==> src/canmode_pkg.sv <==
// Purpose: shared constants and types for the transceiver mode and wake block
// Assumes: 25 MHz system clock, APB register access
// Notes: times are kept in their own units and converted to cycles here
// Operation
// active or listen-only keeps both bus lines at mid-level bias
// offline goes to offline bias on activity, back after silence timeout
// normal mode follows mode field; standby and sleep force offline or bias
// active only with device mode 111 and field 01 or 10, 01 needs supply
// field 01 supply undervoltage drops active to offline or offline bias
// field 10 ignores supply undervoltage until sleep is forced
// transmit input low at active request gives listen-only until it returns high
// readable status bit shows transceiver in active mode
// normal mode with field 11 gives listen-only, transmitter off
// offline biases bus to ground; wake watch only when bus wake enabled
// leaving active or listen-only goes offline only if bus already silent
// off or overtemp into standby places transceiver in offline
// offline to offline bias on wake pattern, or normal field 01 low supply
// off, overtemp or battery undervoltage turn transceiver off, bus floating
// standard wake watch when selective wake disabled or config invalid
// wake pattern is dominant, recessive, dominant phases of minimum length
// pattern not complete within wake timeout resets the detector
// receive output high until wake, then event flag set and output low
// bus wake in sleep raises regulator inhibit and enters standby
// status bit 7 reads 1 in active mode, else 0
// every bus edge restarts the silence timer
package canmode_pkg;
    localparam int CLK_HZ = 25000000;
    // times in microseconds, wake phases in nanoseconds
    localparam int SILENCE_US = 1000;
    localparam int WAKE_TO_US = 1000;
    localparam int WAKE_DOM_NS = 5000;
    localparam int WAKE_REC_NS = 5000;
    localparam int SILENCE_CYC = SILENCE_US * (CLK_HZ / 1000000);
    localparam int WAKE_TO_CYC = WAKE_TO_US * (CLK_HZ / 1000000);
    // minimum phases round up
    localparam int WAKE_DOM_CYC = (WAKE_DOM_NS * (CLK_HZ / 1000000) + 999) / 1000;
    localparam int WAKE_REC_CYC = (WAKE_REC_NS * (CLK_HZ / 1000000) + 999) / 1000;

    // register byte addresses
    localparam logic [11:0] ADDR_MODE = 12'h004;
    localparam logic [11:0] ADDR_CTRL = 12'h080;
    localparam logic [11:0] ADDR_STAT = 12'h088;
    localparam logic [11:0] ADDR_EVT = 12'h090;
    // field positions
    localparam int CTRL_FIELD_LSB = 0;
    localparam int CTRL_SEL_EN_BIT = 4;
    localparam int CTRL_CFG_OK_BIT = 5;
    localparam int CTRL_WAKE_EN_BIT = 6;
    localparam int STAT_ACTIVE_BIT = 7;
    localparam int STAT_SILENT_BIT = 3;
    localparam int STAT_MODE_LSB = 0;
    localparam int EVT_WAKE_BIT = 0;
    // device mode and field codes, reset values
    localparam logic [2:0] DEV_SLEEP = 3'h1;
    localparam logic [2:0] DEV_STANDBY = 3'h4;
    localparam logic [2:0] DEV_NORMAL = 3'h7;
    localparam logic [2:0] MODE_RST = 3'h4;
    localparam logic [1:0] FIELD_OFFLINE = 2'h0;
    localparam logic [1:0] FIELD_ACT_UV = 2'h1;
    localparam logic [1:0] FIELD_ACT = 2'h2;
    localparam logic [1:0] FIELD_LISTEN = 2'h3;
    localparam logic [1:0] FIELD_RST = 2'h0;
    localparam logic WAKE_EN_RST = 1'b1;

    typedef enum logic [2:0] {
        XM_OFF, XM_OFFLINE, XM_BIAS, XM_LISTEN, XM_ACTIVE
    } xcvr_mode_t;

    typedef enum logic [1:0] {
        WK_IDLE, WK_DOM1, WK_REC, WK_DOM2
    } wake_state_t;

    // device side conditions, grouped
    typedef struct packed {
        logic offline_forced;   // off or overtemp
        logic bat_uv;
        logic vcc_uv;
        logic uv_sleep;         // supply undervoltage forced sleep
    } supply_t;
endpackage

==> src/can_transceiver_mode_and_wake.sv <==
// Purpose: transceiver mode control plus standard bus wake-up detector
// Assumes: bus receiver level arrives asynchronously; supply flags asynchronous too
// Notes: device mode is held in a register here; the device mode machine lives elsewhere
module can_transceiver_mode_and_wake
    import canmode_pkg::*;
#(
    parameter int SILENCE_CYCLES = SILENCE_CYC,
    parameter int WAKE_TO_CYCLES = WAKE_TO_CYC,
    parameter int DOM_CYCLES = WAKE_DOM_CYC,
    parameter int REC_CYCLES = WAKE_REC_CYC
) (
    // clock and reset
    input wire logic CLK_I,
    input wire logic RST_I,
    // apb slave
    input wire logic PSEL_I,
    input wire logic PENABLE_I,
    input wire logic PWRITE_I,
    input wire logic [11:0] PADDR_I,
    input wire logic [31:0] PWDATA_I,
    input wire logic [3:0] PSTRB_I,
    output logic [31:0] PRDATA_O,
    output logic PREADY_O,
    output logic PSLVERR_O,
    // device conditions
    input wire logic OFF_OR_OVERTEMP_I,
    input wire logic BAT_UV_I,
    input wire logic VCC_UV_I,
    input wire logic UV_SLEEP_I,
    // protocol controller and bus
    input wire logic TXD_I,
    input wire logic BUS_DOMINANT_I,
    output logic RXD_O,
    output logic TX_ENABLE_O,
    output logic BIAS_MID_O,
    output logic BIAS_GND_O,
    output logic XCVR_ON_O,
    output logic REGULATOR_INHIBIT_OUT_O
);
    localparam int SW = $clog2(SILENCE_CYCLES + 1);
    localparam int TW = $clog2(WAKE_TO_CYCLES + 1);
    localparam int PW = $clog2((DOM_CYCLES > REC_CYCLES ? DOM_CYCLES : REC_CYCLES) + 1);

    // three flop synchronisers for outside signals
    logic [2:0] bus_s_q, txd_s_q, uv_s_q, bat_s_q, vuv_s_q, usl_s_q;
    logic bus_q, txd_q, off_q, bat_q, vuv_q, usl_q;
    supply_t sup;

    always_ff @(posedge CLK_I) begin
        if (RST_I) begin
            bus_s_q <= 3'h0;
            txd_s_q <= 3'h7;
            uv_s_q <= 3'h7;
            bat_s_q <= 3'h0;
            vuv_s_q <= 3'h0;
            usl_s_q <= 3'h0;
        end else begin
            bus_s_q <= {bus_s_q[1:0], BUS_DOMINANT_I};
            txd_s_q <= {txd_s_q[1:0], TXD_I};
            uv_s_q <= {uv_s_q[1:0], OFF_OR_OVERTEMP_I};
            bat_s_q <= {bat_s_q[1:0], BAT_UV_I};
            vuv_s_q <= {vuv_s_q[1:0], VCC_UV_I};
            usl_s_q <= {usl_s_q[1:0], UV_SLEEP_I};
        end
    end

    // a change counts only once stages two and three agree
    always_ff @(posedge CLK_I) begin
        if (RST_I) begin
            bus_q <= 1'b0;
            txd_q <= 1'b1;
            off_q <= 1'b1;
            bat_q <= 1'b0;
            vuv_q <= 1'b0;
            usl_q <= 1'b0;
        end else begin
            if (bus_s_q[1] == bus_s_q[2]) bus_q <= bus_s_q[2];
            if (txd_s_q[1] == txd_s_q[2]) txd_q <= txd_s_q[2];
            if (uv_s_q[1] == uv_s_q[2]) off_q <= uv_s_q[2];
            if (bat_s_q[1] == bat_s_q[2]) bat_q <= bat_s_q[2];
            if (vuv_s_q[1] == vuv_s_q[2]) vuv_q <= vuv_s_q[2];
            if (usl_s_q[1] == usl_s_q[2]) usl_q <= usl_s_q[2];
        end
    end

    assign sup = '{offline_forced: off_q, bat_uv: bat_q, vcc_uv: vuv_q, uv_sleep: usl_q};

    // registers
    logic [2:0] dev_mode_q;
    logic [1:0] field_q;
    logic sel_en_q, cfg_ok_q, wake_en_q, wake_evt_q;
    logic [31:0] rdata_q;
    xcvr_mode_t mode_q, mode_d;
    logic silent_q, wake_hit;
    logic [SW-1:0] sil_cnt_q;
    logic bus_prev_q;
    logic edge_seen;
    logic wr_en, rd_en;

    assign wr_en = PSEL_I & PENABLE_I & PWRITE_I;
    assign rd_en = PSEL_I & ~PENABLE_I & ~PWRITE_I;
    assign PREADY_O = 1'b1;

    function automatic logic known_addr(input logic [11:0] a);
        known_addr = (a == ADDR_MODE) || (a == ADDR_CTRL) || (a == ADDR_STAT) || (a == ADDR_EVT);
    endfunction

    assign PSLVERR_O = PSEL_I & PENABLE_I & ~known_addr(PADDR_I);

    // uv-forced sleep overrides software mode
    always_ff @(posedge CLK_I) begin
        if (RST_I) begin
            dev_mode_q <= MODE_RST;
        end else if (sup.uv_sleep && dev_mode_q == DEV_NORMAL) begin
            dev_mode_q <= DEV_SLEEP;
        end else if (wake_hit && dev_mode_q == DEV_SLEEP) begin
            dev_mode_q <= DEV_STANDBY;
        end else if (wr_en && PADDR_I == ADDR_MODE && PSTRB_I[0]) begin
            dev_mode_q <= PWDATA_I[2:0];
        end
    end

    always_ff @(posedge CLK_I) begin
        if (RST_I) begin
            field_q <= FIELD_RST;
            sel_en_q <= 1'b0;
            cfg_ok_q <= 1'b0;
            wake_en_q <= WAKE_EN_RST;
        end else if (wr_en && PADDR_I == ADDR_CTRL && PSTRB_I[0]) begin
            field_q <= PWDATA_I[CTRL_FIELD_LSB +: 2];
            sel_en_q <= PWDATA_I[CTRL_SEL_EN_BIT];
            cfg_ok_q <= PWDATA_I[CTRL_CFG_OK_BIT];
            wake_en_q <= PWDATA_I[CTRL_WAKE_EN_BIT];
        end
    end

    // event flag: write 1 clears, a new wake wins over the clear
    always_ff @(posedge CLK_I) begin
        if (RST_I) begin
            wake_evt_q <= 1'b0;
        end else if (wake_hit) begin
            wake_evt_q <= 1'b1;
        end else if (wr_en && PADDR_I == ADDR_EVT && PSTRB_I[0] && PWDATA_I[EVT_WAKE_BIT]) begin
            wake_evt_q <= 1'b0;
        end
    end

    always_ff @(posedge CLK_I) begin
        if (RST_I) begin
            rdata_q <= 32'h0;
        end else if (rd_en) begin
            rdata_q <= 32'h0;
            case (PADDR_I)
                ADDR_MODE: rdata_q[2:0] <= dev_mode_q;
                ADDR_CTRL: rdata_q[7:0] <= {1'b0, wake_en_q, cfg_ok_q, sel_en_q, 2'b00, field_q};
                ADDR_STAT: begin
                    rdata_q[STAT_ACTIVE_BIT] <= (mode_q == XM_ACTIVE);
                    rdata_q[STAT_SILENT_BIT] <= silent_q;
                    rdata_q[STAT_MODE_LSB +: 3] <= mode_q;
                end
                ADDR_EVT: rdata_q[EVT_WAKE_BIT] <= wake_evt_q;
                default: rdata_q <= 32'h0;
            endcase
        end
    end
    assign PRDATA_O = rdata_q;

    // bus silence timer
    assign edge_seen = bus_q != bus_prev_q;
    always_ff @(posedge CLK_I) begin
        if (RST_I) begin
            bus_prev_q <= 1'b0;
            sil_cnt_q <= '0;
            silent_q <= 1'b1;
        end else begin
            bus_prev_q <= bus_q;
            if (edge_seen) begin
                sil_cnt_q <= '0;
                silent_q <= 1'b0;
            end else if (sil_cnt_q == SW'(SILENCE_CYCLES)) begin
                silent_q <= 1'b1;
            end else begin
                sil_cnt_q <= sil_cnt_q + 1'b1;
            end
        end
    end

    // wake-up pattern detector
    wake_state_t wk_q;
    logic [PW-1:0] ph_cnt_q;
    logic [TW-1:0] to_cnt_q;
    logic watch;
    // offline bias differs from offline only in its bias level, so the watch stays on there;
    // otherwise the first dominant edge would move to bias and kill the pattern
    assign watch = (mode_q == XM_OFFLINE || mode_q == XM_BIAS) && wake_en_q &&
                   (!sel_en_q || !cfg_ok_q);

    always_ff @(posedge CLK_I) begin
        if (RST_I || !watch) begin
            wk_q <= WK_IDLE;
            ph_cnt_q <= '0;
            to_cnt_q <= '0;
        end else if (wk_q != WK_IDLE && to_cnt_q == TW'(WAKE_TO_CYCLES)) begin
            wk_q <= WK_IDLE;
            ph_cnt_q <= '0;
            to_cnt_q <= '0;
        end else begin
            if (wk_q != WK_IDLE) to_cnt_q <= to_cnt_q + 1'b1;
            // short opposite bits restart only the phase count, not the pattern
            case (wk_q)
                WK_IDLE: begin
                    ph_cnt_q <= bus_q ? ph_cnt_q + 1'b1 : '0;
                    if (bus_q && ph_cnt_q == PW'(DOM_CYCLES - 1)) begin
                        wk_q <= WK_DOM1;
                        ph_cnt_q <= '0;
                        to_cnt_q <= PW'(DOM_CYCLES) > 0 ? TW'(DOM_CYCLES) : '0;
                    end
                end
                WK_DOM1: begin
                    ph_cnt_q <= !bus_q ? ph_cnt_q + 1'b1 : '0;
                    if (!bus_q && ph_cnt_q == PW'(REC_CYCLES - 1)) begin
                        wk_q <= WK_REC;
                        ph_cnt_q <= '0;
                    end
                end
                WK_REC: begin
                    ph_cnt_q <= bus_q ? ph_cnt_q + 1'b1 : '0;
                    if (bus_q && ph_cnt_q == PW'(DOM_CYCLES - 1)) begin
                        wk_q <= WK_DOM2;
                    end
                end
                WK_DOM2: begin
                    wk_q <= WK_IDLE;
                    ph_cnt_q <= '0;
                    to_cnt_q <= '0;
                end
                default: wk_q <= WK_IDLE;
            endcase
        end
    end
    assign wake_hit = (wk_q == WK_DOM2) && watch;

    // transceiver mode
    logic off_prev_q;
    logic uv_bias;
    always_ff @(posedge CLK_I) begin
        if (RST_I) begin
            off_prev_q <= 1'b1;
        end else begin
            off_prev_q <= sup.offline_forced | sup.bat_uv;
        end
    end
    // low supply on field 01 holds bias, else silence would toggle bias and offline
    assign uv_bias = (dev_mode_q == DEV_NORMAL) && (field_q == FIELD_ACT_UV) && sup.vcc_uv;

    always_comb begin
        mode_d = mode_q;
        if (sup.offline_forced || sup.bat_uv) begin
            mode_d = XM_OFF;
        end else if (off_prev_q || mode_q == XM_OFF) begin
            mode_d = XM_OFFLINE;
        end else if (dev_mode_q == DEV_NORMAL &&
                     (field_q == FIELD_ACT || (field_q == FIELD_ACT_UV && !sup.vcc_uv))) begin
            mode_d = txd_q ? XM_ACTIVE : XM_LISTEN;
            if (mode_q == XM_LISTEN && !txd_q) mode_d = XM_LISTEN;
        end else if (dev_mode_q == DEV_NORMAL && field_q == FIELD_LISTEN) begin
            mode_d = XM_LISTEN;
        end else if (dev_mode_q == DEV_NORMAL && field_q == FIELD_ACT_UV &&
                     (mode_q == XM_LISTEN || mode_q == XM_ACTIVE) && !txd_q) begin
            mode_d = XM_LISTEN;
        end else if (mode_q == XM_ACTIVE || mode_q == XM_LISTEN) begin
            mode_d = (silent_q && !uv_bias) ? XM_OFFLINE : XM_BIAS;
        end else if (mode_q == XM_OFFLINE) begin
            if (edge_seen || wake_hit || uv_bias) begin
                mode_d = XM_BIAS;
            end
        end else if (mode_q == XM_BIAS) begin
            if (silent_q && !edge_seen && !uv_bias) mode_d = XM_OFFLINE;
        end
    end

    always_ff @(posedge CLK_I) begin
        if (RST_I) mode_q <= XM_OFF;
        else mode_q <= mode_d;
    end

    // outputs
    always_ff @(posedge CLK_I) begin
        if (RST_I) begin
            RXD_O <= 1'b1;
            TX_ENABLE_O <= 1'b0;
            BIAS_MID_O <= 1'b0;
            BIAS_GND_O <= 1'b0;
            XCVR_ON_O <= 1'b0;
            REGULATOR_INHIBIT_OUT_O <= 1'b1;
        end else begin
            if (mode_q == XM_ACTIVE || mode_q == XM_LISTEN) RXD_O <= ~bus_q;
            else RXD_O <= ~wake_evt_q;
            TX_ENABLE_O <= (mode_q == XM_ACTIVE) & txd_q;
            BIAS_MID_O <= mode_q inside {XM_ACTIVE, XM_LISTEN, XM_BIAS};
            BIAS_GND_O <= (mode_q == XM_OFFLINE);
            XCVR_ON_O <= (mode_q != XM_OFF);
            if (wake_hit) REGULATOR_INHIBIT_OUT_O <= 1'b1;
            else if (dev_mode_q == DEV_SLEEP || sup.offline_forced)
                REGULATOR_INHIBIT_OUT_O <= 1'b0;
            else REGULATOR_INHIBIT_OUT_O <= 1'b1;
        end
    end
endmodule

==> config.mk <==
export PLATFORM = sky130hd
export DESIGN_NAME = can_transceiver_mode_and_wake
export DESIGN_NICKNAME = d
export VERILOG_FILES = /design/src/canmode_pkg.sv /design/src/can_transceiver_mode_and_wake.sv
export SDC_FILE = /design/constraint.sdc
export NUM_CORES = 1
export LEC_CHECK = 0
export BUFFER_PORTS_ARGS = -buffer_cell sky130_fd_sc_hd__buf_2
export CORE_MARGIN = 2
export CORE_UTILIZATION = 54
export CTS_BUF_LIST = sky130_fd_sc_hd__clkbuf_4 sky130_fd_sc_hd__clkbuf_8 sky130_fd_sc_hd__clkbuf_16
export CTS_CLUSTER_SIZE = 14
export DETAILED_ROUTE_END_ITERATION = 12
export PLACE_DENSITY = 0.91
export SKIP_LAST_GASP = 1
export SLEW_MARGIN = 20
export SYNTH_ARGS = -nofsm -noshare
export SYNTH_HDL_FRONTEND = slang
export SYNTH_SLANG_ARGS = --single-unit
==> constraint.sdc <==
create_clock -name CLK_I -period 2.1 [get_ports CLK_I]
set_input_delay 0.315 -clock CLK_I [delete_from_list [all_inputs] [get_ports CLK_I]]
set_output_delay 0.315 -clock CLK_I [all_outputs]
set_load 0.01 [all_outputs]
# Word-level counts from Yosys, hierarchy flattened
# Cells that the tools add are included.
# totals
output_inout_bits	40
register_bits	92
wordCells	187
inputBits	59
# classes
n_eq_ne	31
bitwise	12
reduce_logical	68
add_sub_neg	3
n_mux	38
# ops
cell	n
two-way mux 3 bit	14
== test 12 x 8 -> 1 bit (second input constant)	3
adder 15 x 1 -> 15 bit (second input constant)	2
== test 15 bit (second input constant)	2
two-way mux 15 bit	2
one-hot mux 15 bit (2 select lines)	1
two-way mux 7 bit	4
one-hot mux 7 bit (4 select lines)	1
logical AND 1 bit	26
nonzero test 7 bit	2
logical OR 1 bit	13
== test 12 x 3 -> 1 bit (second input constant)	1
nonzero test 6 bit	2
two-way mux 1 bit	9
AND reduction 3 bit	3
nonzero test 3 bit	3
== test 2 bit (second input constant)	4
logical NOT 1 bit	8
two-way mux 2 bit	4
one-hot mux 2 bit (4 select lines)	1
OR reduction 2 bit	4
adder 7 x 1 -> 7 bit (second input constant)	1
== test 7 bit (second input constant)	1
inequality test 7 x 6 -> 1 bit (second input constant)	1
other kinds (17)	40

# Depth between registers and ports, before layout
# depth
ltp_word	14
depth_mapped	9
ltp_nobuf	8

# Worst setup path before layout
# No wires, ideal clock.
# synth_path
path_kind	register to register
from	register wk_q[0]
to	register to_cnt_q[9]
slack_ps	201
arrival_time_ps	1829
period_less_slack_ps	1899
path_stages_with_launch	9
required_ps	2030
n_path_buf	1
setup_time_ps	70
path_cell_list	dfxtp_1 -> inv_1 -> ha_1 -> buf_2 -> or3_1 -> nor3_1 -> nand3_1 -> or2_0 -> a21oi_1
# synth_between
elab_chain_len	4
word_cells_on_any_way	8
classes_between	1 x eq/ne; 3 x mux; 4 x reduce/logical
# synth_lines
item	line_no	source
start: declaration	can_transceiver_mode_and_wake.sv:189	wake_state_t wk_q;
start signal: assignment	can_transceiver_mode_and_wake.sv:200	wk_q <= WK_IDLE;
start signal: assignment	can_transceiver_mode_and_wake.sv:204	wk_q <= WK_IDLE;
start signal: assignment	can_transceiver_mode_and_wake.sv:214	wk_q <= WK_DOM1;
nonzero test 2 bit	can_transceiver_mode_and_wake.sv:203, can_transceiver_mode_and_wake.sv:208	
two-way mux 15 bit	can_transceiver_mode_and_wake.sv:208	if (wk_q != WK_IDLE) to_cnt_q <= to_cnt_q + 1'b1;
two-way mux 15 bit	can_transceiver_mode_and_wake.sv:213	if (bus_q && ph_cnt_q == PW'(DOM_CYCLES - 1)) begin
one-hot mux 15 bit (2 select lines)	can_transceiver_mode_and_wake.sv:210	case (wk_q)
end signal: assignment	can_transceiver_mode_and_wake.sv:208	
end signal: assignment	can_transceiver_mode_and_wake.sv:216	to_cnt_q <= PW'(DOM_CYCLES) > 0 ? TW'(DOM_CYCLES) : '0;
end: declaration	can_transceiver_mode_and_wake.sv:191	logic [TW-1:0] to_cnt_q;
# Several ways; a longest one is shown, not always the timed one.
# A chain may end at the register's enable or synchronous reset.

# Worst setup path in the final report
# Ends and elaborated chain as after synthesis.

==> reports/results.env <==
WORST_CLOCK_SKEW_NS=0.0114
POWER.LEAKAGE_nW=1.78
CTS.REPORTEDPATHS.CLKPINSLEW_NS=0.09
MIN_PATH_CELLS=2
FIN_NETS=603
MAXCAP_VIOL_COUNT=0
PLACED_CELL_AREA_MM2=0.00453
ROUTE.DETAILED.DRC=0
GRT_ANTENNA_BEFORE_REPAIR=0
TIMING.FINAL.CRIT_PERIOD_NS=1.91
CRITICAL_PATH_DEPTH=7
TOTALWIRELENGTH_MM=8.45
WORST-ENDPOINT-ARRIVAL_NS=2.21
CRIT_FANOUT=5
CTS_INSERTED_BUFFERS=9
FINALHOLDVIOLCOUNT=0
TNS_NS=0
SYNTH.AREA.TOP_CELLS='dfxtp_1 43%, nor2_1 6.0%, buf_4 4.4%, xor2_1 4.3%, nand3_1 3.5%'
TIMING_MAX_TRANSITION_VIOLATIONS_FINAL=0
GR-TOTAL-OVERFLOW=0
TIMING.CRITICAL_PATH.BUF_INV=1
INSERTEDDIODECOUNT=0
VIA_COUNT_OF_THE_FIRST_GLOBAL_ROUTING_PASS=3229
FINALCRITPERIODSHARE_PCT=91.0
SLOWEST_STAGE='dfxtp_1'
WIRE_LENGTH_OF_THE_FIRST_GLOBAL_ROUTING_PASS_MM=14.0
DP_CELLS=625
ROUTE.ANTENNA.REMAINING_NETS=0
SYNTH_SIMPLE_GATE_AREA_SHARE_PCT=28.0
NETLIST_INSTANCES=484
MAXIMUM_VDD_DROP_uV=371
SYN2LAYOUT_AREA_GROWTH_PCT=10.7
PRE_CTS_WS_NS=0.233
AVGROUTEDWIREPERCELL_UM=13.2
NUMBER_OF_BUFFERS_INSERTED_BY_HOLD_REPAIR_AT_CTS=0
ROWS=32
INITIAL_UTILIZATION_PCT=55.4
POWER_DENSITY_mW_PER_MM2=645
WORSTPATHCELLLIST='inv_1 > ha_1 > or3_1 > nor3_1 > nand3_1 > or2_0 > a21oi_1'
POST_SYNTH_MUX_AREA_SHARE_PCT=2.85
TIMING.FINAL.SETUP_VIOLATIONS=0
POST-ROUTE-WORST-SETUP-SLACK_NS=0.189
VIA_COUNT=3406
HOLDCRITPATHCLASS='input port to flop'
WORST_PATH_DOMINANT_CELL_FAMILY='simple AND/OR/NAND/NOR gates'
GRT_START_MAX_NET_PINS=29
WORST-SLEW-PIN-TRANSITION_NS=0.567
SYNTHESIS.AREA_MM2=0.00426
SHARE_OF_THE_SYNTHESIZED_NETLIST_AREA_TAKEN_BY_XOR_AND_XNOR_GATES_PCT=5.96
DEPTH_OF_THE_CTS_H_TREE=3
SYNTH_CELL_TYPE_COUNT=59
SYNTH_AREA_LEADER_CELL='dfxtp_1'
REGISTER_TO_REGISTER_SETUP_SLACK_NS=0.19
CTS_SETUP_BUFFERS=0
TRITONCTS='built'
CHIPWIDTH_UM=92.8
TIMING.SLEW.HEADROOM_PCT=62.2
EDFF_COUNT_SYNTH=0
WORSTSETUPENDPOINTTYPE='flop'
PIN_COUNT=99
GP_CONGESTION=0.888
SYNTH-MAIN-FF-CELL='dfxtp_1'
LAYOUT-DRIVE-GT1-SHARE_PCT=16.9
MOSTFREQUENTLAYOUTCELL='dfxtp_1'
FIRST_PASS_ITERS=5
RSZ_0062_RAISED_AFTER_GLOBAL_ROUTING='false'
LAYOUT.CELLS.MOST_COMMON_LIST='92 x dfxtp_1, 68 x nor2_1, 44 x buf_2'
CLOCKBUFFERDEPTH=2
DRT_ITER0_DRC=174
CRIT_REQUIRED_NS=2.39
CTS_SINKS=92
POSTCTSRESIZEDCELLS=0
DIEHEIGHT_UM=92.8
INSTANCES_NO_FILL=641
SYNTH.AVG_CELL_AREA_UM2=8.80
POWER_mW=3.04
SYNTH.YOSYS.WARNINGS=0
PORT-BUFFER-COUNT=44
FINALHOLDWORSTSLACK_NS=0.130
FF_TO_FF_PATH_DEPTH=7
GRT_UTIL_ALL_LAYERS_PCT=20.3
SYNTH-COMPOUND-AREA-SHARE_PCT=9.66
CLOCK_LATENCY_NS=0.36
SYNTH_SEQ_AREA_SHARE_PCT=43.2
END_OF_FLOW_CORE_UTILIZATION_PCT=61.3
STATUS='finished clean'
DETAILEDPLACEMENTHPWL_MM=6.07
SYNTH-ADDER-AREA-SHARE_PCT=2.94
WORST-SETUP-PATH-TYPE='flop to flop'
WORST_SETUP_PATH_START_KIND='flop'
DOMINANT_COMBINATIONAL_CELL_FAMILY_BY_AREA_AFTER_SYNTHESIS='simple AND/OR/NAND/NOR gates'
FILLCELLCOUNT=623
FMAXACHIEVABLE_MHz=523
CORE_MM2=0.00769
PROPORTION_OF_SYNTHESIZED_FLIP_FLOPS_HAVING_ASYNCHRONOUS_SET_OR_RESET_PCT=0
ROOT_BUFFER='clkbuf_8'
FP.DIEAREA_MM2=0.00862
SYNTH_TOP_AREA_SHARE_PCT=43.2
DRT-VIAS-PER-INSTANCE=5.31
FINAL_DESIGN_AREA_NO_FILL_MM2=0.00471
TIMING.CRITICAL_PATH.SLOWEST_CELL_DELAY_NS=0.42
SYNTH_SEQ_CELLS=92
## cell families (layout without fill, tap and decap cells)
kind of cell               count (synthesis)  after routing
other                                      2             25
xor gates and xnor gates                  29             29
buffers and inverters                     53             85
DFF                                       92             92
and+or+nand+nor                          225            225
AOI/OAI and AO/OA                         61             61
adders and majority gates                 10             10
muxes                                     12             12
## layer usage
metal,track usage [%],vias up,wire [um]
met1,23.4,1582,3580
met4,8.09,0,154
met5,0,-,0
li1,-,1692,-
met2,35.8,117,4260
met3,5.04,15,456
## synthesized netlist by cell type, drive strengths merged, types with 5 or more instances
cell type  number
xnor2           8
nand2b          7
nand3b          5
nand4           8
mux2i          11
and3            6
a21oi          30
nor3           14
buf            32
nor2           68
inv            13
nand2          34
dfxtp          92
nor2b          17
or2             8
clkbuf          8
xor2           21
nor3b           5
ha             10
o21ai          10
or3             7
nand3          31
## where the power goes
part           switching, mW  internal, mW
Sequential            0.0147          1.77
Combinational         0.0846        0.0521
Clock                  0.625         0.498
## cell type report
| cell class | count | area, um2 | area share, % |
|---|---|---|---|
| Multi-Input combinational cell | 362 | 2200 | 46.7 |
| Sequential cell | 92 | 1840 | 39.1 |
| Timing Repair Buffer | 56 | 310 | 6.58 |
| Clock buffer | 12 | 153 | 3.24 |
| Tap cell | 102 | 128 | 2.71 |
| Inverter | 13 | 48.8 | 1.04 |
| Clock inverter | 4 | 33.8 | 0.717 |
## registers in the layout (all words and copies together), names as in the netlist, 2 cells and up
name,cells
PRDATA_O,8
bat_s_q,3
bus_s_q,3
dev_mode_q,3
field_q,2
mode_q,3
ph_cnt_q,7
sil_cnt_q,15
to_cnt_q,15
txd_s_q,3
usl_s_q,3
uv_s_q,3
vuv_s_q,3
wk_q,2
## worst register-to-register path, cell delays in order, from the launching register on
cell and delay (ns):
dfxtp_1 0.42, inv_1 0.09, ha_1 0.23, or3_1 0.37
nor3_1 0.27, nand3_1 0.13, or2_0 0.22, a21oi_1 0.13
## final timing paths
kind                                  from     endpoint
worst max-delay path               wk_q[0]  to_cnt_q[9]
worst min-delay path                 TXD_I   txd_s_q[0]
worst max register to register     wk_q[0]  to_cnt_q[9]
worst min register to register  txd_s_q[0]   txd_s_q[1]
No activity file was read; power rests on OpenSTA's default activity.
